File: src/eeprom_host_consts.svh
// Purpose: Timing counts and widths for the parallel memory write and poll controller.
// Assumes: 125 MHz system clock, 8 ns period.
// Notes:   Times are kept in their own unit and converted to clock cycles here.
`ifndef EEPROM_HOST_CONSTS_SVH
`define EEPROM_HOST_CONSTS_SVH
`define CLK_NS            8
`define ADDR_W            13
`define DATA_W            8
`define PAGE_BYTES        32
`define OFFSET_W          5
`define TOP_BIT           7
`define STROBE_NS         150
`define STROBE_CYC        ((`STROBE_NS + `CLK_NS - 1) / `CLK_NS)
`define SETUP_NS          70
`define SETUP_CYC         ((`SETUP_NS + `CLK_NS - 1) / `CLK_NS)
`define HOLD_NS           100
`define HOLD_CYC          ((`HOLD_NS + `CLK_NS - 1) / `CLK_NS)
`define OE_ACCESS_NS      250
`define OE_ACCESS_CYC     ((`OE_ACCESS_NS + `CLK_NS - 1) / `CLK_NS)
`define WINDOW_MIN_US     10
`define WINDOW_MIN_CYC    ((`WINDOW_MIN_US * 1000) / `CLK_NS)
`define WINDOW_MAX_US     100
`define WINDOW_MAX_CYC    ((`WINDOW_MAX_US * 1000 + `CLK_NS - 1) / `CLK_NS)
`define WRITE_MAX_MS      10
`define WRITE_MAX_CYC     ((`WRITE_MAX_MS * 1000000) / `CLK_NS)
`define INIT_MAX_MS       20
`define INIT_MAX_CYC      ((`INIT_MAX_MS * 1000000 + `CLK_NS - 1) / `CLK_NS)
`endif

File: src/eeprom_host_pkg.sv
// Purpose: Types for the parallel memory write and poll controller.
// Assumes: Constants come from the shared header.
// Notes:   Only the state type lives here.
package eeprom_host_pkg;
    typedef enum logic [3:0]
    {
        ST_INIT,
        ST_IDLE,
        ST_WR_LOW,
        ST_WR_HOLD,
        ST_WR_GAP,
        ST_SETTLE,
        ST_POLL_LOW,
        ST_POLL_HIGH,
        ST_RD_LOW,
        ST_RD_HIGH
    } state_e;
endpackage : eeprom_host_pkg

File: src/eeprom_host.sv
// Purpose: Host controller that drives a parallel memory through its strobes.
// Assumes: Pins are asynchronous to clk_sys; data inputs pass three flip-flops.
// Notes:   Page loads are spaced inside the byte load window, then polled.
`timescale 1ns/1ns
`include "eeprom_host_consts.svh"
module eeprom_host
    import eeprom_host_pkg::*;
#(
    parameter int INIT_CYC    = `INIT_MAX_CYC,
    parameter int WRITE_CYC   = `WRITE_MAX_CYC,
    parameter int WIN_MAX_CYC = `WINDOW_MAX_CYC
)
(
    input  wire logic                 clk_sys,
    input  wire logic                 rst,
    input  wire logic                 wr_valid,
    output logic                      wr_ready,
    input  wire logic [`ADDR_W-1:0]   wr_addr,
    input  wire logic [`DATA_W-1:0]   wr_data,
    input  wire logic                 wr_last,
    input  wire logic                 rd_valid,
    output logic                      rd_ready,
    input  wire logic [`ADDR_W-1:0]   rd_addr,
    output logic                      rd_done,
    output logic [`DATA_W-1:0]        rd_data,
    output logic                      prog_busy,
    output logic                      prog_timeout,
    output logic [`ADDR_W-1:0]        mem_addr,
    output logic                      chip_sel_n,
    output logic                      out_en_n,
    output logic                      wr_strobe_n,
    input  wire logic [`DATA_W-1:0]   data_in,
    output logic [`DATA_W-1:0]        data_out,
    output logic                      data_oe
);
    // ==========================================================
    // Pin input synchroniser
    // ==========================================================
    logic [`DATA_W-1:0] sync1;
    logic [`DATA_W-1:0] sync2;
    logic [`DATA_W-1:0] sync3;
    logic [`DATA_W-1:0] next_sync1;
    logic [`DATA_W-1:0] next_sync2;
    logic [`DATA_W-1:0] next_sync3;
    logic [`DATA_W-1:0] pin_data;

    always_comb
    begin
        next_sync1 = data_in;
        next_sync2 = sync1;
        next_sync3 = sync2;
    end

    always_ff @(posedge clk_sys or posedge rst)
    begin
        if (rst)
        begin
            sync1 <= 8'h00;
            sync2 <= 8'h00;
            sync3 <= 8'h00;
        end
        else
        begin
            sync1 <= next_sync1;
            sync2 <= next_sync2;
            sync3 <= next_sync3;
        end
    end

    // A bit counts as settled only once the second and third stages agree.
    assign pin_data = sync2 & sync3;
    logic pin_stable;
    assign pin_stable = (sync2 == sync3);

    // ==========================================================
    // Sequencer
    // ==========================================================
    state_e             state;
    state_e             next_state;
    logic [31:0]        cnt;
    logic [31:0]        next_cnt;
    logic [31:0]        wait_cnt;
    logic [31:0]        next_wait_cnt;
    logic [`ADDR_W-1:0] addr;
    logic [`ADDR_W-1:0] next_addr;
    logic [`DATA_W-1:0] wdata;
    logic [`DATA_W-1:0] next_wdata;
    logic [`DATA_W-1:0] rdata;
    logic [`DATA_W-1:0] next_rdata;
    logic               last;
    logic               next_last;
    logic               done;
    logic               next_done;
    logic               tmo;
    logic               next_tmo;
    logic [5:0]         loaded;
    logic [5:0]         next_loaded;
    logic               next_chip_sel_n;
    logic               next_out_en_n;
    logic               next_wr_strobe_n;
    logic               next_data_oe;

    // Gap after a load: long enough to settle, short enough to stay in the window.
    localparam int GAP_CYC = `WINDOW_MIN_CYC / 2;

    always_comb
    begin
        next_state    = state;
        next_cnt      = (cnt == 32'h0) ? 32'h0 : cnt - 32'h1;
        next_wait_cnt = wait_cnt;
        next_addr     = addr;
        next_wdata    = wdata;
        next_rdata    = rdata;
        next_last     = last;
        next_done     = 1'b0;
        next_tmo      = tmo;
        next_loaded   = loaded;
        case (state)
            ST_INIT:
            begin
                if (cnt == 32'h0)
                    next_state = ST_IDLE;
            end
            ST_IDLE:
            begin
                if (wr_valid)
                begin
                    next_addr   = wr_addr;
                    next_wdata  = wr_data;
                    next_last   = wr_last || (loaded == 6'(`PAGE_BYTES - 1));
                    next_cnt    = 32'(`STROBE_CYC);
                    next_tmo    = 1'b0;
                    next_state  = ST_WR_LOW;
                end
                else if (rd_valid)
                begin
                    next_addr  = rd_addr;
                    next_cnt   = 32'(`OE_ACCESS_CYC + 2);
                    next_state = ST_RD_LOW;
                end
            end
            ST_WR_LOW:
            begin
                if (cnt == 32'h0)
                begin
                    next_cnt   = 32'(`HOLD_CYC);
                    next_state = ST_WR_HOLD;
                end
            end
            ST_WR_HOLD:
            begin
                if (cnt == 32'h0)
                begin
                    next_loaded = loaded + 6'h1;
                    if (last)
                    begin
                        next_loaded = 6'h0;
                        next_cnt    = 32'(WIN_MAX_CYC);
                        next_state  = ST_SETTLE;
                    end
                    else
                    begin
                        next_cnt   = 32'(GAP_CYC);
                        next_state = ST_WR_GAP;
                    end
                end
            end
            ST_WR_GAP:
            begin
                // Next byte must be ready before the window closes.
                if (wr_valid)
                begin
                    next_addr  = wr_addr;
                    next_wdata = wr_data;
                    next_last  = wr_last || (loaded == 6'(`PAGE_BYTES - 1));
                    next_cnt   = 32'(`STROBE_CYC);
                    next_state = ST_WR_LOW;
                end
                else if (cnt == 32'h0)
                begin
                    next_loaded = 6'h0;
                    next_cnt    = 32'(WIN_MAX_CYC);
                    next_state  = ST_SETTLE;
                end
            end
            ST_SETTLE:
            begin
                if (cnt == 32'h0)
                begin
                    next_wait_cnt = 32'(WRITE_CYC);
                    next_cnt      = 32'(`OE_ACCESS_CYC + 2);
                    next_state    = ST_POLL_LOW;
                end
            end
            ST_POLL_LOW:
            begin
                next_wait_cnt = (wait_cnt == 32'h0) ? 32'h0 : wait_cnt - 32'h1;
                if (cnt == 32'h0 && pin_stable)
                begin
                    next_cnt   = 32'(`SETUP_CYC);
                    next_state = ST_POLL_HIGH;
                    if (pin_data[`TOP_BIT] == wdata[`TOP_BIT])
                        next_state = ST_IDLE;
                    else if (wait_cnt == 32'h0)
                    begin
                        next_tmo   = 1'b1;
                        next_state = ST_IDLE;
                    end
                end
            end
            ST_POLL_HIGH:
            begin
                next_wait_cnt = (wait_cnt == 32'h0) ? 32'h0 : wait_cnt - 32'h1;
                if (cnt == 32'h0)
                begin
                    next_cnt   = 32'(`OE_ACCESS_CYC + 2);
                    next_state = ST_POLL_LOW;
                end
            end
            ST_RD_LOW:
            begin
                if (cnt == 32'h0 && pin_stable)
                begin
                    next_rdata = pin_data;
                    next_done  = 1'b1;
                    next_cnt   = 32'(`SETUP_CYC);
                    next_state = ST_RD_HIGH;
                end
            end
            ST_RD_HIGH:
            begin
                if (cnt == 32'h0)
                    next_state = ST_IDLE;
            end
            default:
            begin
                next_state = ST_IDLE;
            end
        endcase
        // Strobes are decoded from the next state and registered, so a multi-bit state change cannot glitch them.
        // Output enable stays high across every write so the memory never drives back.
        next_wr_strobe_n = (next_state != ST_WR_LOW);
        next_chip_sel_n  = !(next_state == ST_WR_LOW || next_state == ST_WR_HOLD
                             || next_state == ST_POLL_LOW || next_state == ST_RD_LOW);
        next_out_en_n    = !(next_state == ST_POLL_LOW || next_state == ST_RD_LOW);
        next_data_oe     = (next_state == ST_WR_LOW || next_state == ST_WR_HOLD);
    end

    always_ff @(posedge clk_sys or posedge rst)
    begin
        if (rst)
        begin
            state    <= ST_INIT;
            cnt      <= 32'(INIT_CYC);
            wait_cnt <= 32'h0;
            addr     <= 13'h0000;
            wdata    <= 8'h00;
            rdata    <= 8'h00;
            last     <= 1'b0;
            done     <= 1'b0;
            tmo      <= 1'b0;
            loaded   <= 6'h00;
            chip_sel_n  <= 1'b1;
            out_en_n    <= 1'b1;
            wr_strobe_n <= 1'b1;
            data_oe     <= 1'b0;
        end
        else
        begin
            state    <= next_state;
            cnt      <= next_cnt;
            wait_cnt <= next_wait_cnt;
            addr     <= next_addr;
            wdata    <= next_wdata;
            rdata    <= next_rdata;
            last     <= next_last;
            done     <= next_done;
            tmo      <= next_tmo;
            loaded   <= next_loaded;
            chip_sel_n  <= next_chip_sel_n;
            out_en_n    <= next_out_en_n;
            wr_strobe_n <= next_wr_strobe_n;
            data_oe     <= next_data_oe;
        end
    end

    // ==========================================================
    // Pin drive
    // ==========================================================
    assign data_out     = wdata;
    assign mem_addr     = addr;
    assign wr_ready     = (state == ST_IDLE) || (state == ST_WR_GAP);
    assign rd_ready     = (state == ST_IDLE) && !wr_valid;
    assign rd_done      = done;
    assign rd_data      = rdata;
    assign prog_busy    = (state == ST_SETTLE) || (state == ST_POLL_LOW) || (state == ST_POLL_HIGH);
    assign prog_timeout = tmo;

    // ==========================================================
    // Checks
    // ==========================================================
    a_write_oe_high: assert property (@(posedge clk_sys) disable iff (rst)
        !wr_strobe_n |-> (out_en_n && !chip_sel_n))
        else $error("write strobe low without select low and output enable high");
    a_strobe_width: assert property (@(posedge clk_sys) disable iff (rst)
        $fell(wr_strobe_n) |-> !wr_strobe_n [*8])
        else $error("write strobe pulse too short");
    a_no_drive_read: assert property (@(posedge clk_sys) disable iff (rst)
        !out_en_n |-> !data_oe)
        else $error("host drives data while memory output enabled");
    a_init_blocks: assert property (@(posedge clk_sys) disable iff (rst)
        (state == ST_INIT) |-> wr_strobe_n)
        else $error("write during power-up inhibit");
    a_last_hold: assert property (@(posedge clk_sys) disable iff (rst)
        (state == ST_WR_HOLD && cnt == 32'h0 && last) |=> (state == ST_SETTLE && cnt == 32'(WIN_MAX_CYC)))
        else $error("page end not followed by full load window");
    a_gap_window: assert property (@(posedge clk_sys) disable iff (rst)
        (state == ST_WR_GAP) |-> (cnt <= 32'(GAP_CYC)))
        else $error("load gap exceeds window");
    a_poll_bound: assert property (@(posedge clk_sys) disable iff (rst)
        (state == ST_POLL_LOW && wait_cnt == 32'h0 && cnt == 32'h0 && pin_stable
         && pin_data[`TOP_BIT] != wdata[`TOP_BIT]) |=> (state == ST_IDLE && tmo))
        else $error("poll timeout not flagged");
    a_data_stable: assert property (@(posedge clk_sys) disable iff (rst)
        (state == ST_WR_LOW) |=> $stable(data_out) || state != ST_WR_LOW)
        else $error("write data changed while strobe low");
endmodule : eeprom_host

File: config.mk
export PLATFORM = sky130hd
export DESIGN_NAME = eeprom_host
export DESIGN_NICKNAME = d
export VERILOG_FILES = /design/src/eeprom_host_pkg.sv /design/src/eeprom_host.sv
export VERILOG_INCLUDE_DIRS = /design/src
export SDC_FILE = /design/constraint.sdc
export NUM_CORES = 1
export LEC_CHECK = 0
export ABC_AREA = 1
export BUFFER_PORTS_ARGS = -buffer_cell sky130_fd_sc_hd__buf_4
export CAP_MARGIN = 5
export CORE_AREA = 4 4 117 119
export DETAILED_ROUTE_END_ITERATION = 10
export DIE_AREA = 0 0 121 123
export GPL_TIMING_DRIVEN = 0
export PLACE_DENSITY = 0.75
export SYNTH_ARGS = -nofsm -noshare
export SYNTH_HDL_FRONTEND = slang
export SYNTH_SLANG_ARGS = --single-unit
File: constraint.sdc
create_clock -name clk_sys -period 11.7 [get_ports clk_sys]
set_input_delay 2.34 -clock clk_sys [delete_from_list [all_inputs] [get_ports clk_sys]]
set_output_delay 2.34 -clock clk_sys [all_outputs]
set_load 0.05 [all_outputs]
Yosys cells after proc, flatten, opt, wreduce, memory -nomap -nowiden
Cells that the tools add are included.
- memories: 0
- register bits after elaboration: 134
- output and inout port bits: 38
- memory bits (read-only): 0
- memory bits (writable): 0
- bits in latches: 0
- equal/unequal tests: 27
- add/subtract/negate cells: 3
- div/mod/pow operators: 0
- shift-type cells: 0
- $mul: 0
- reductions and logical operators: 31
- multiplexer cells: 44
- magnitude comparators: 0
- bitwise operators: 1
- operators by type and width (operator ; count):
    $mux W32 ; 11
    $pmux W32 S6 ; 1
    $logic_not A32 Y1 ; 2
    $pmux W32 S2 ; 1
    $sub A32 B1 Y32 const B ; 2
    $mux W4 ; 10
    $mux W13 ; 3
    $pmux W4 S8 ; 1
    $pmux W13 S2 ; 1
    $mux W6 ; 4
    $eq A4 B3 Y1 const B ; 5
    $ne A2 B2 Y1 const B ; 9
    $eq A4 B2 Y1 const B ; 4
    $mux W14 ; 1
    $eq A4 B4 Y1 const B ; 3
    $pmux W6 S2 ; 1
    $reduce_or A2 Y1 ; 5
    $and A8 B8 Y8 ; 1
    $eq A8 B8 Y1 ; 1
    $logic_or A1 B1 Y1 ; 8
    $reduce_bool A2 Y1 ; 4
    $mux W1 ; 7
    $add A6 B1 Y6 const B ; 1
    $eq A6 B5 Y1 const B ; 1
    13 further kinds ; 19

Logic depth before layout (Yosys ltp)
Gate-level depths: netlist (run 1).
- depth in word-level cells: 10
- mapped depth: 15
- depth with buffers taken out: 15

Worst setup path before layout (run 1)
Ideal clock, no wire load.
- path type: input to output
- from: input wr_valid
- to: output rd_ready
- slack: 6.309 ns
- cell stages on the path: 1
- buffers on the path: 0
- arrival: 3.051 ns
- path through: nor2_1
- cells in the longest elaborated chain, start to end: 2
- RTL lines (element ; line ; source):
    start, declared ; eeprom_host.sv:16 ; input wire logic wr_valid,
    $logic_not A1 Y1 ; eeprom_host.sv:293 ; assign rd_ready = (state == ST_IDLE) && !wr_valid;
    $logic_and A1 B1 Y1 ; eeprom_host.sv:293 ;
    end, declared ; eeprom_host.sv:22 ; output logic rd_ready,
No other way between the ends.

Worst setup path in the final report (run 1)
Same ends and word-level chain as after synthesis.

==> results of run 1 <==
[cells by family after synthesis]
logic type,Yosys count
AOI/OAI and AO/OA,105
muxes,1
buffers and inverters,93
and+or+nand+nor,449
xor gates and xnor gates,42
adders and majority gates,12
DFF,134
[registers in the layout (all words and copies together) (netlist names)]
signal and flops:
next_sync3 8, out_en_n 1, loaded 6, prog_timeout 1, data_oe 1, state 4
sync3 8, data_out 8, next_sync2 8, mem_addr 13, last 1, wr_strobe_n 1
chip_sel_n 1, rd_data 8, rd_done 1, wait_cnt 32, cnt 32
[placed cells by master, fill, tap and decap left out, types with 4 or more instances in the layout]
master                      count
sky130_fd_sc_hd__or2_2          4
sky130_fd_sc_hd__inv_1         71
sky130_fd_sc_hd__nor3_1        13
sky130_fd_sc_hd__ha_1          12
sky130_fd_sc_hd__nor2_1       155
sky130_fd_sc_hd__a21oi_1       29
sky130_fd_sc_hd__xor2_1        33
sky130_fd_sc_hd__nand4_1       11
sky130_fd_sc_hd__inv_2          8
sky130_fd_sc_hd__clkbuf_16     17
sky130_fd_sc_hd__nor2_4        10
sky130_fd_sc_hd__o22ai_1        4
sky130_fd_sc_hd__buf_6          4
sky130_fd_sc_hd__nand3_1       59
sky130_fd_sc_hd__buf_2          5
sky130_fd_sc_hd__nor2_2         9
sky130_fd_sc_hd__dfstp_2       11
sky130_fd_sc_hd__dfrtp_1      123
sky130_fd_sc_hd__buf_4         84
sky130_fd_sc_hd__nand2_2        4
sky130_fd_sc_hd__inv_6          5
sky130_fd_sc_hd__inv_8          9
sky130_fd_sc_hd__a22oi_1        4
sky130_fd_sc_hd__nand2_1      171
sky130_fd_sc_hd__xnor2_1        9
sky130_fd_sc_hd__o21ai_0       35
sky130_fd_sc_hd__a31oi_1       17
[power groups by stage]
stage	Sequential [mW]	Combinational [mW]	Clock (mW)
finish	0.651	0.758	0.531
global route	0.663	0.839	0.560
CTS	0.650	0.759	0.540
detailed placement	0.657	0.754	0
global placement	0.655	0.742	0
floorplan	0.787	0.420	0
[worst max-delay path, delay by kind of cell]
family,cells,cell delay (ps)
buffers and inverters,2,360
AND/OR/NAND/NOR,1,180
[layer usage]
layer	wire (µm)	global-route usage [%]
met1	7290	29.3
met2	7850	39.2
met3	777	6.18
met4	262	7.51
met5	0	0
[cell type report]
type | count | area share, %
buffer | 12 | 0.974
timing repair buffer | 85 | 7.88
multi-input combinational | 609 | 37.4
inverter | 81 | 3.70
clock inverter | 15 | 2.02
tap | 172 | 2.58
clock buffer | 17 | 5.10
sequential | 134 | 40.3
[worst paths after layout]
kind | slack (ps) | end | start
max | 6470 | rd_ready | wr_valid
min | 350 | next_sync3[7]$_DFF_PP0_ | next_sync2[7]$_DFF_PP0_
max reg2reg | 9350 | wait_cnt[3]$_DFFE_PP0P_ | wait_cnt[0]$_DFFE_PP0P_
min reg2reg | 350 | next_sync3[7]$_DFF_PP0_ | next_sync2[7]$_DFF_PP0_
max in group asynchronous | 8970 | last$_DFFE_PP0P_ | rst
min in group asynchronous | 2000 | wait_cnt[7]$_DFFE_PP0P_ | rst
[per-stage QoR]
stage / setup WS [ps] / hold WS [ps] / instances / utilization (%) / cell area [µm²]
2_1_floorplan: 5800 / 331 / 836 / - / 6880
6_report: 6470 / 349 / 1125 / 66.4 / 8350
3_3_place_gp: 4290 / 332 / 1092 / 61.4 / 7720
5_1_grt: 6440 / 359 / 1125 / 66.4 / 8350
3_5_place_dp: 6480 / 336 / 1093 / 61.7 / 7750
4_1_cts: 6480 / 348 / 1125 / 66.4 / 8350
==> results, run 1 <==
- The flow ran to the end, and the final reports show no timing, DRC or antenna violations.
- After clock tree synthesis, the setup repair step added 0 buffers.
- The routability-driven placement congestion ratio is 0.926.
- The post-synthesis net count is 895.
- The area of the core region is 12600 µm².
- In the synthesized netlist, mux cells make up 0.164% of the area.
- Once detail routing completed, the nets flagged for antenna violations numbered 0.
- After Yosys synthesis, full adders, half adders and majority gates account for 2.18% of the synthesized area.
- The slew at the pin closest to its max-slew limit is 640 ps.
- The prevailing post-synth register cell is sky130_fd_sc_hd__dfrtp_1.
- The area share of and/or/nand/nor cells after synthesis is 28.8%.
- The part of the power in combinational logic is 39.1%.
- The later pin in the worst-skew pair is clocked with a latency of 430 ps.
- The leading area contributor after synthesis is sky130_fd_sc_hd__dfrtp_1.
- Power spread over the standard cell area amounts to 232 nW/µm².
- Counting cells, the worst reg-to-reg path comes to 11.
- Setup violations remaining at the end of the flow were counted as 0.
- The routed length per instance is 14.4 µm.
- The count of port buffers added during placement is 84.
- STA classifies the critical path endpoint as a primary output.
- The clock network fraction of design power is 27.4%.
- The number of instances on the worst hold path is 0.
- The critical path is of the primary input to primary output type.
- The net count of the finished layout is 999.
- STA puts the critical path data arrival time at 2890 ps.
- The proportion of layout cells with a drive suffix above 1 is 18.9%.
- The most common cell in the synthesized netlist is sky130_fd_sc_hd__nand2_1.
- The number of buffers inserted for hold repair after clock tree synthesis is 0.
- Yosys attributes the largest share of cell area to sky130_fd_sc_hd__dfrtp_1 45%, sky130_fd_sc_hd__nand2_1 9.3%, sky130_fd_sc_hd__nor2_1 8.5%, sky130_fd_sc_hd__nand3_1 4.3%, sky130_fd_sc_hd__dfstp_2 4.2%.
- Along the worst path, the maximum fanout reaches 3.
- The mean instance size in the synthesized netlist is 8.22 µm².
- The portion of the post-synthesis area used by sequential elements is 49.0%.
- The die outline area is 14900 µm².
- The number of warnings reported in the yosys synthesis log is 0.
- The cell chosen for the clock root is sky130_fd_sc_hd__clkbuf_16.
- The detailed router finished its first iteration with 440 violations.
- The area share of xor/xnor cells in the synthesized design is 5.35%.
- Of the post-synthesis cell area, the dominant cell type holds 44.8%.
- The CTS tree is built.
- The analysis attributes to net switching a power of 828 µW.
- The synthesized netlist devotes 8.88% of its cell area to compound gates.
- The y dimension of the die is 123 µm.
- After detailed routing, the number of vias per cell comes to 5.22.
- Adding up every negative setup slack in the final design gives 0 ps.
- The routed layout has 5870 vias.
- The maximum clock rate is 0.191 GHz.
- For the worst setup path, the data required time is 9360 ps.
- The number of antenna violations at the first check in global routing came to 0.
- The area growth from synthesis to layout is 21.4%.
- The master of the slowest instance on the critical path is sky130_fd_sc_hd__buf_4.
- The wire length reported by the detailed router is 16200 µm.
- The number of global-route vias before repair is 5650.
- The repair_antennas step left the layout with diodes totalling 0.
- The relative contribution of sequential cells to total power is 33.5%.
- The worst relative slew slack is 57.3%.
- The critical path goes through buf_4, nor2_1, buf_4.
- The worst IR drop on VDD is 0.134 mV.
- The number of cell rows is 41.
- For this configuration, the core starts out at a cell density of 54.7%.
- The first detailed-routing pass took 5 iterations.
- Dividing the final minimum period by the clock period gives 44.7%.
- The internal power of the cells is 1.11 mW.
- The number of max-capacitance violations reported is 0.
- On the worst path, the slowest cell contributes a delay of 240 ps.
- The count of endpoints failing hold in the final timing report is 0.
- TritonCTS created 17 clock buffers.
- The half-perimeter wire length after detailed placement is 11700 µm.
- The leftover overflow at the end of global routing is 0.
- The path class of the tightest hold or removal check is flip-flop to flip-flop.
- By instance count, the cell type seen most on the critical path is sky130_fd_sc_hd__buf_4.
- In the final layout, the multi-input gates occupy 3120 µm².
- The H-tree was split into 4 levels.
- The number of synthesized flops with an enable pin is 0.
- The post-cts repair resize count is 0.
- The synthesized area is 6880 µm².
- The commonest cells after synthesis are 171 x sky130_fd_sc_hd__nand2_1, 155 x sky130_fd_sc_hd__nor2_1, 123 x sky130_fd_sc_hd__dfrtp_1, 72 x sky130_fd_sc_hd__inv_1, 59 x sky130_fd_sc_hd__nand3_1.
- The worst setup path is launched from a primary input.
- The count of mapped cells out of synthesis is 836.
- In the routed design, unresolved DRC markers number 0.
- Setup repair after global routing left no endpoint under its margin.
- The analysis attributes to cell leakage a power of 4.36 nW.
- The clock period minus worst slack is 5230 ps.
- The netlist uses 41 different library cells.
- Of the total power, the share spent switching nets is 42.7%.
- The top-level I/O count is 85.
- Entering global routing, the biggest net connects 71 pins.
- The post-synthesis sequential element count is 134.
- The clock-pin slew reported for the worst setup and hold paths after clock tree synthesis is 70 ps.
- The main combinational cell family by area after synthesis is simple AND/OR/NAND/NOR gates.
- The number of buffers on the longest clock path is 2.
- The filler cell count is 1070.
- The final worst clock skew is 6.30 ps.
- Clock tree synthesis found a total of 134 sinks.
- Global routing consumed, over all layers together, 23.2% of the routing resources.
- Registers take 3370 µm².
- The wire length of the first global-routing pass is 27400 µm.
- Measured along the x axis, the die boundary spans 121 µm.
- For this run, asynchronously set or reset flops after synthesis account for 100%.
- The count of final max-slew check failures came to 0.
- Overall power consumption after layout is estimated at 1.94 mW.
(Power assumes the default switching activity.)
==> inputs of run 2 (changes only) <==
--- a/config.mk
+++ b/config.mk
@@ -6,12 +6,12 @@
 export SDC_FILE = /design/constraint.sdc
 export NUM_CORES = 1
 export LEC_CHECK = 0
-export ABC_AREA = 1
+export ABC_AREA = 0
 export BUFFER_PORTS_ARGS = -buffer_cell sky130_fd_sc_hd__buf_4
 export CAP_MARGIN = 5
-export CORE_AREA = 4 4 117 119
+export CORE_AREA = 4 4 115 117
 export DETAILED_ROUTE_END_ITERATION = 10
-export DIE_AREA = 0 0 121 123
+export DIE_AREA = 0 0 119 121
 export GPL_TIMING_DRIVEN = 0
 export PLACE_DENSITY = 0.75
 export SYNTH_ARGS = -nofsm -noshare
==> constraint.sdc (replaced) <==
create_clock -name clk_sys -period 4.95 [get_ports clk_sys]
set_input_delay 0.99 -clock clk_sys [delete_from_list [all_inputs] [get_ports clk_sys]]
set_output_delay 0.99 -clock clk_sys [all_outputs]
set_load 0.05 [all_outputs]
==> run 2 against run 1 <==
  * Critical path type is now flip-flop to flip-flop
  * Highest routed layer unchanged
  * Clock power is 140% higher
  * Final area is 4.0% lower
  * Worst hold slack worse by 2.3 ps
  * Power is 150% higher
  * Wire length is 1.4% lower
  * Synthesized cell count is 23% lower
  * Largest cell class unchanged
  * Register-to-register slack worse by 7900 ps
==> results, run 2 <==
- The maximum clock rate is 0.289 GHz.
- Leaving out fill and tap cells, the most frequent cell in the layout is sky130_fd_sc_hd__dfrtp_1.
- The CTS tree is built.
- The wire length reported by the detailed router is 16000 µm.
- Measured in cells, the most critical reg-to-reg path has a length of 9.
- Of all nets on the critical path, the largest fanout is 10.
- In this run, post-CTS hold repair placed 0 buffers.
- The worst IR drop on VDD is 0.382 mV.
- Measured along the y axis, the die boundary spans 121 µm.
- The post-synthesis sequential element count is 134.
- For this run, asynchronously set or reset flops after synthesis account for 100%.
- For this run, the total global-route usage over all layers was measured as 23.1%.
- The static leakage power is 3.54 nW.
- The detail route stage leaves a number of antenna-violating nets equal to 0.
- The total non-filler cell area in the finished layout is 8020 µm².
- Summed over all instances, the cell type with the most area after synthesis is sky130_fd_sc_hd__dfrtp_1.
- Entering global routing, the biggest net connects 77 pins.
- The proportion of total power due to net switching is 41.6%.
- The post-CTS setup buffer count is 0.
- The count of port buffers added during placement is 84.
- Clock tree synthesis found a total of 134 sinks.
- The internal power of the cells is 2.78 mW.
- The count of endpoints failing hold in the final timing report was 0.
- The leftover overflow at the end of global routing is 0.
- The post-cts repair resize count is 0.
- The master of the slowest instance on the critical path is sky130_fd_sc_hd__nor3b_1.
- The clock network fraction of design power is 26.5%.
- Headroom to the max-slew limit came out at 44.1%.
- Setup slack on the critical path of the routed design comes to 1490 ps.
- The worst stage delay on the critical path is 700 ps.
- Power spread over the standard cell area amounts to 594 nW/µm².
- The instance count after placement with tap cells included is 904.
- Counting every instance in the synthesized netlist gives 647.
- Among all cell types in the netlist, the one instantiated most often is sky130_fd_sc_hd__dfrtp_1.
- The number of instances on the worst hold path is 0.
- The total power of the final layout is 4.76 mW.
- The number of global-route vias before repair is 5519.
- Measured along the x axis, the die boundary spans 119 µm.
- STA puts the critical path data required time at 5230 ps.
- Summed over all nets, the switching power comes to 1.98 mW.
- For this run, design rule violations remaining after detail routing come to 0.
- In the layout the commonest cells are 123 x sky130_fd_sc_hd__dfrtp_1, 90 x sky130_fd_sc_hd__buf_4, 60 x sky130_fd_sc_hd__nor2_1.
- In this run the deepest clock path goes through 2 buffers.
- The number of nets in the layout is 810.
- The half-perimeter wire length after detailed placement is 11400 µm.
- The prevailing post-synth register cell is sky130_fd_sc_hd__dfrtp_1.
- A synthesized cell averages 10.1 µm².
- The routability-driven placement congestion ratio is 0.913.
- The mapped netlist covers 6550 µm².
- The die covers 14400 µm².
- The starting utilization of the core area is 52.9%.
- The endpoint kind of the worst setup timing path is a flip-flop.
- Setup repair after global routing left no endpoint under its margin.
- The core region is 12400 µm².
- The number of vias in the routed layout is 5534.
- The critical path goes through inv_1, ha_1, nor3b_1, nand4_2, nor4_4, nor2_1, clkbuf_1, a21oi_1, o22ai_1.
- The final worst clock skew is 13.3 ps.
- The clock-pin slew reported for the worst setup and hold paths after clock tree synthesis is 60 ps.
- The worst path needs 3460 ps of the cycle, external delays included.
- By count the netlist is led by 123 x sky130_fd_sc_hd__dfrtp_1, 60 x sky130_fd_sc_hd__nor2_1, 52 x sky130_fd_sc_hd__nand2_1, 44 x sky130_fd_sc_hd__o21ai_0, 36 x sky130_fd_sc_hd__a21oi_1.
- The starting DRC count in detailed routing is 536.
- The post-placement worst setup slack is 1590 ps.
- The wire length of the first global-routing pass is 26700 µm.
- After detailed routing, the number of vias per cell comes to 5.91.
- The relative contribution of sequential cells to total power is 34.9%.
- From synthesis to final layout, the design area changed by 22.5%.
- After layout, the worst path uses 69.9% of the clock period.
- In the post-synthesis netlist, the biggest area contributors are sky130_fd_sc_hd__dfrtp_1 47%, sky130_fd_sc_hd__dfstp_2 4.4%, sky130_fd_sc_hd__nor2_1 3.4%, sky130_fd_sc_hd__o21ai_0 3.4%, sky130_fd_sc_hd__nand2_1 3.0%.
- The post-synthesis net count is 706.
- In this run, synthesis inferred 0 flip-flops with an integrated enable.
- The routed length per instance is 17.0 µm.
- Per report_power, the combinational group accounts for 38.6% of the total.
- For the pin with the worst max-slew slack, the measured transition is 831 ps.
- The run finished with clean final reports.
- The number of max-capacitance violations reported is 0.
- Setup violations remaining at the end of the flow were counted as 0.
- The share of the synthesized area in the top cell type is 47.0%.
- The number of buffers created by CTS is 17.
- The launching element type of the critical path is a flip-flop.
- The initialized floorplan defines 41 standard-cell rows.
- The finished layout holds 936 standard cells, fillers aside.
- The clock latency of the later-clocked register in the worst-skew pair is 430 ps.
- The deepest level of the CTS H-tree is 4.
- The class of the worst hold path is flip-flop to flip-flop.
- The antenna diode count is 0.
- The first TritonRoute pass finished after 5 iterations.
- The worst setup path is of the flip-flop to flip-flop kind.
- In this run, distinct cell masters in the synthesized netlist total 63.
- Clock tree synthesis selected as its root buffer the cell sky130_fd_sc_hd__clkbuf_16.
- The critical path arrival is 3730 ps.
- The count of final max-slew check failures is 0.
- 85 I/O pins were placed.
- The number of antenna violations at the first check in global routing is 0.
- Sequential elements use 51.4% of the synthesized area.
- The number of warnings reported in the yosys synthesis log is 0.
- The post-route netlist has 22.6% of its cells at a drive strength greater than 1.
- Once placement finished, the instance area stood at 7420 µm².
run 2: cell types whose count changed after synthesis, moves of 10 or more:
cell | before | now
sky130_fd_sc_hd__nand2_1 | 171 | 52
sky130_fd_sc_hd__nor2_1 | 155 | 60
sky130_fd_sc_hd__inv_1 | 72 | 11
sky130_fd_sc_hd__nand3_1 | 59 | 14
sky130_fd_sc_hd__xor2_1 | 33 | 8
sky130_fd_sc_hd__nor4_1 | 1 | 23
sky130_fd_sc_hd__nor3_1 | 13 | 31
sky130_fd_sc_hd__mux2_2 | 1 | 16
sky130_fd_sc_hd__clkbuf_1 | 3 | 17
sky130_fd_sc_hd__mux2i_1 | 0 | 13
sky130_fd_sc_hd__xnor2_1 | 9 | 21
sky130_fd_sc_hd__nand2b_1 | 0 | 11
sky130_fd_sc_hd__nor2_4 | 10 | 0
run 2: cell type report:
type,instances,area [µm²]
Clock inverter,14,164
Sequential cell,134,3370
Timing Repair Buffer,85,658
Buffer,29,138
Clock buffer,18,429
Fill cell,972,4350
Multi-Input combinational cell,473,3000
Inverter,11,46.3
Tap cell,172,215
run 2: power groups by stage:
stage                     Clock, mW  Sequential [mW]  Combinational, mW
after floorplan                   0             1.89               1.05
after global placement            0             1.64               1.77
after detailed placement          0             1.67               1.82
after CTS                      1.29             1.66               1.83
after global routing           1.35             1.69               2.00
final                          1.26             1.66               1.84
run 2: worst paths after layout:
path	startpoint	slack (ps)	end
max	wait_cnt[0]$_DFFE_PP0P_	1490	wait_cnt[21]$_DFFE_PP0P_
min	next_sync2[0]$_DFF_PP0_	350	next_sync3[0]$_DFF_PP0_
max reg2reg	wait_cnt[0]$_DFFE_PP0P_	1490	wait_cnt[21]$_DFFE_PP0P_
min reg2reg	next_sync2[0]$_DFF_PP0_	350	next_sync3[0]$_DFF_PP0_
max in group asynchronous	rst	3570	chip_sel_n$_DFF_PP1_
min in group asynchronous	rst	620	cnt[20]$_DFF_PP0_
run 2: cell families (layout without fill, tap and decap cells):
| logic type | count (synthesis) | count (layout) | synth area share (%) |
|---|---|---|---|
| flops | 134 | 134 | 51.4 |
| mux | 29 | 29 | 4.74 |
| buf+inv | 40 | 157 | 2.73 |
| fa+ha+maj | 12 | 12 | 2.29 |
| xor+xnor | 29 | 29 | 3.88 |
| simple gates | 249 | 249 | 20.3 |
| compound gates | 154 | 154 | 14.6 |
run 2: through the flow:
stage          TNS [ps]  hold WS, ps  utilization [%]
2_1_floorplan         0          331                -
3_3_place_gp    -118510          333             59.8
3_5_place_dp          0          337             60.0
4_1_cts               0          351             64.8
5_1_grt               0          357             64.8
6_report              0          347             64.8
run 2: routing by layer:
metal | GRT usage (%) | up-vias | share of wire, %
li1 | - | 2567 | -
met1 | 29.3 | 2695 | 42
met2 | 38.0 | 231 | 50
met3 | 5.31 | 41 | 5.9
met4 | 9.78 | 0 | 2.6
met5 | 0 | - | 0
run 2: critical path: cells and delay by family, from the launching register on:
family          cells  cell delay [ps]
buf+inv             2              400
simple gates        4             1940
fa+ha+maj           1              190
compound gates      2              360
flops               1              430
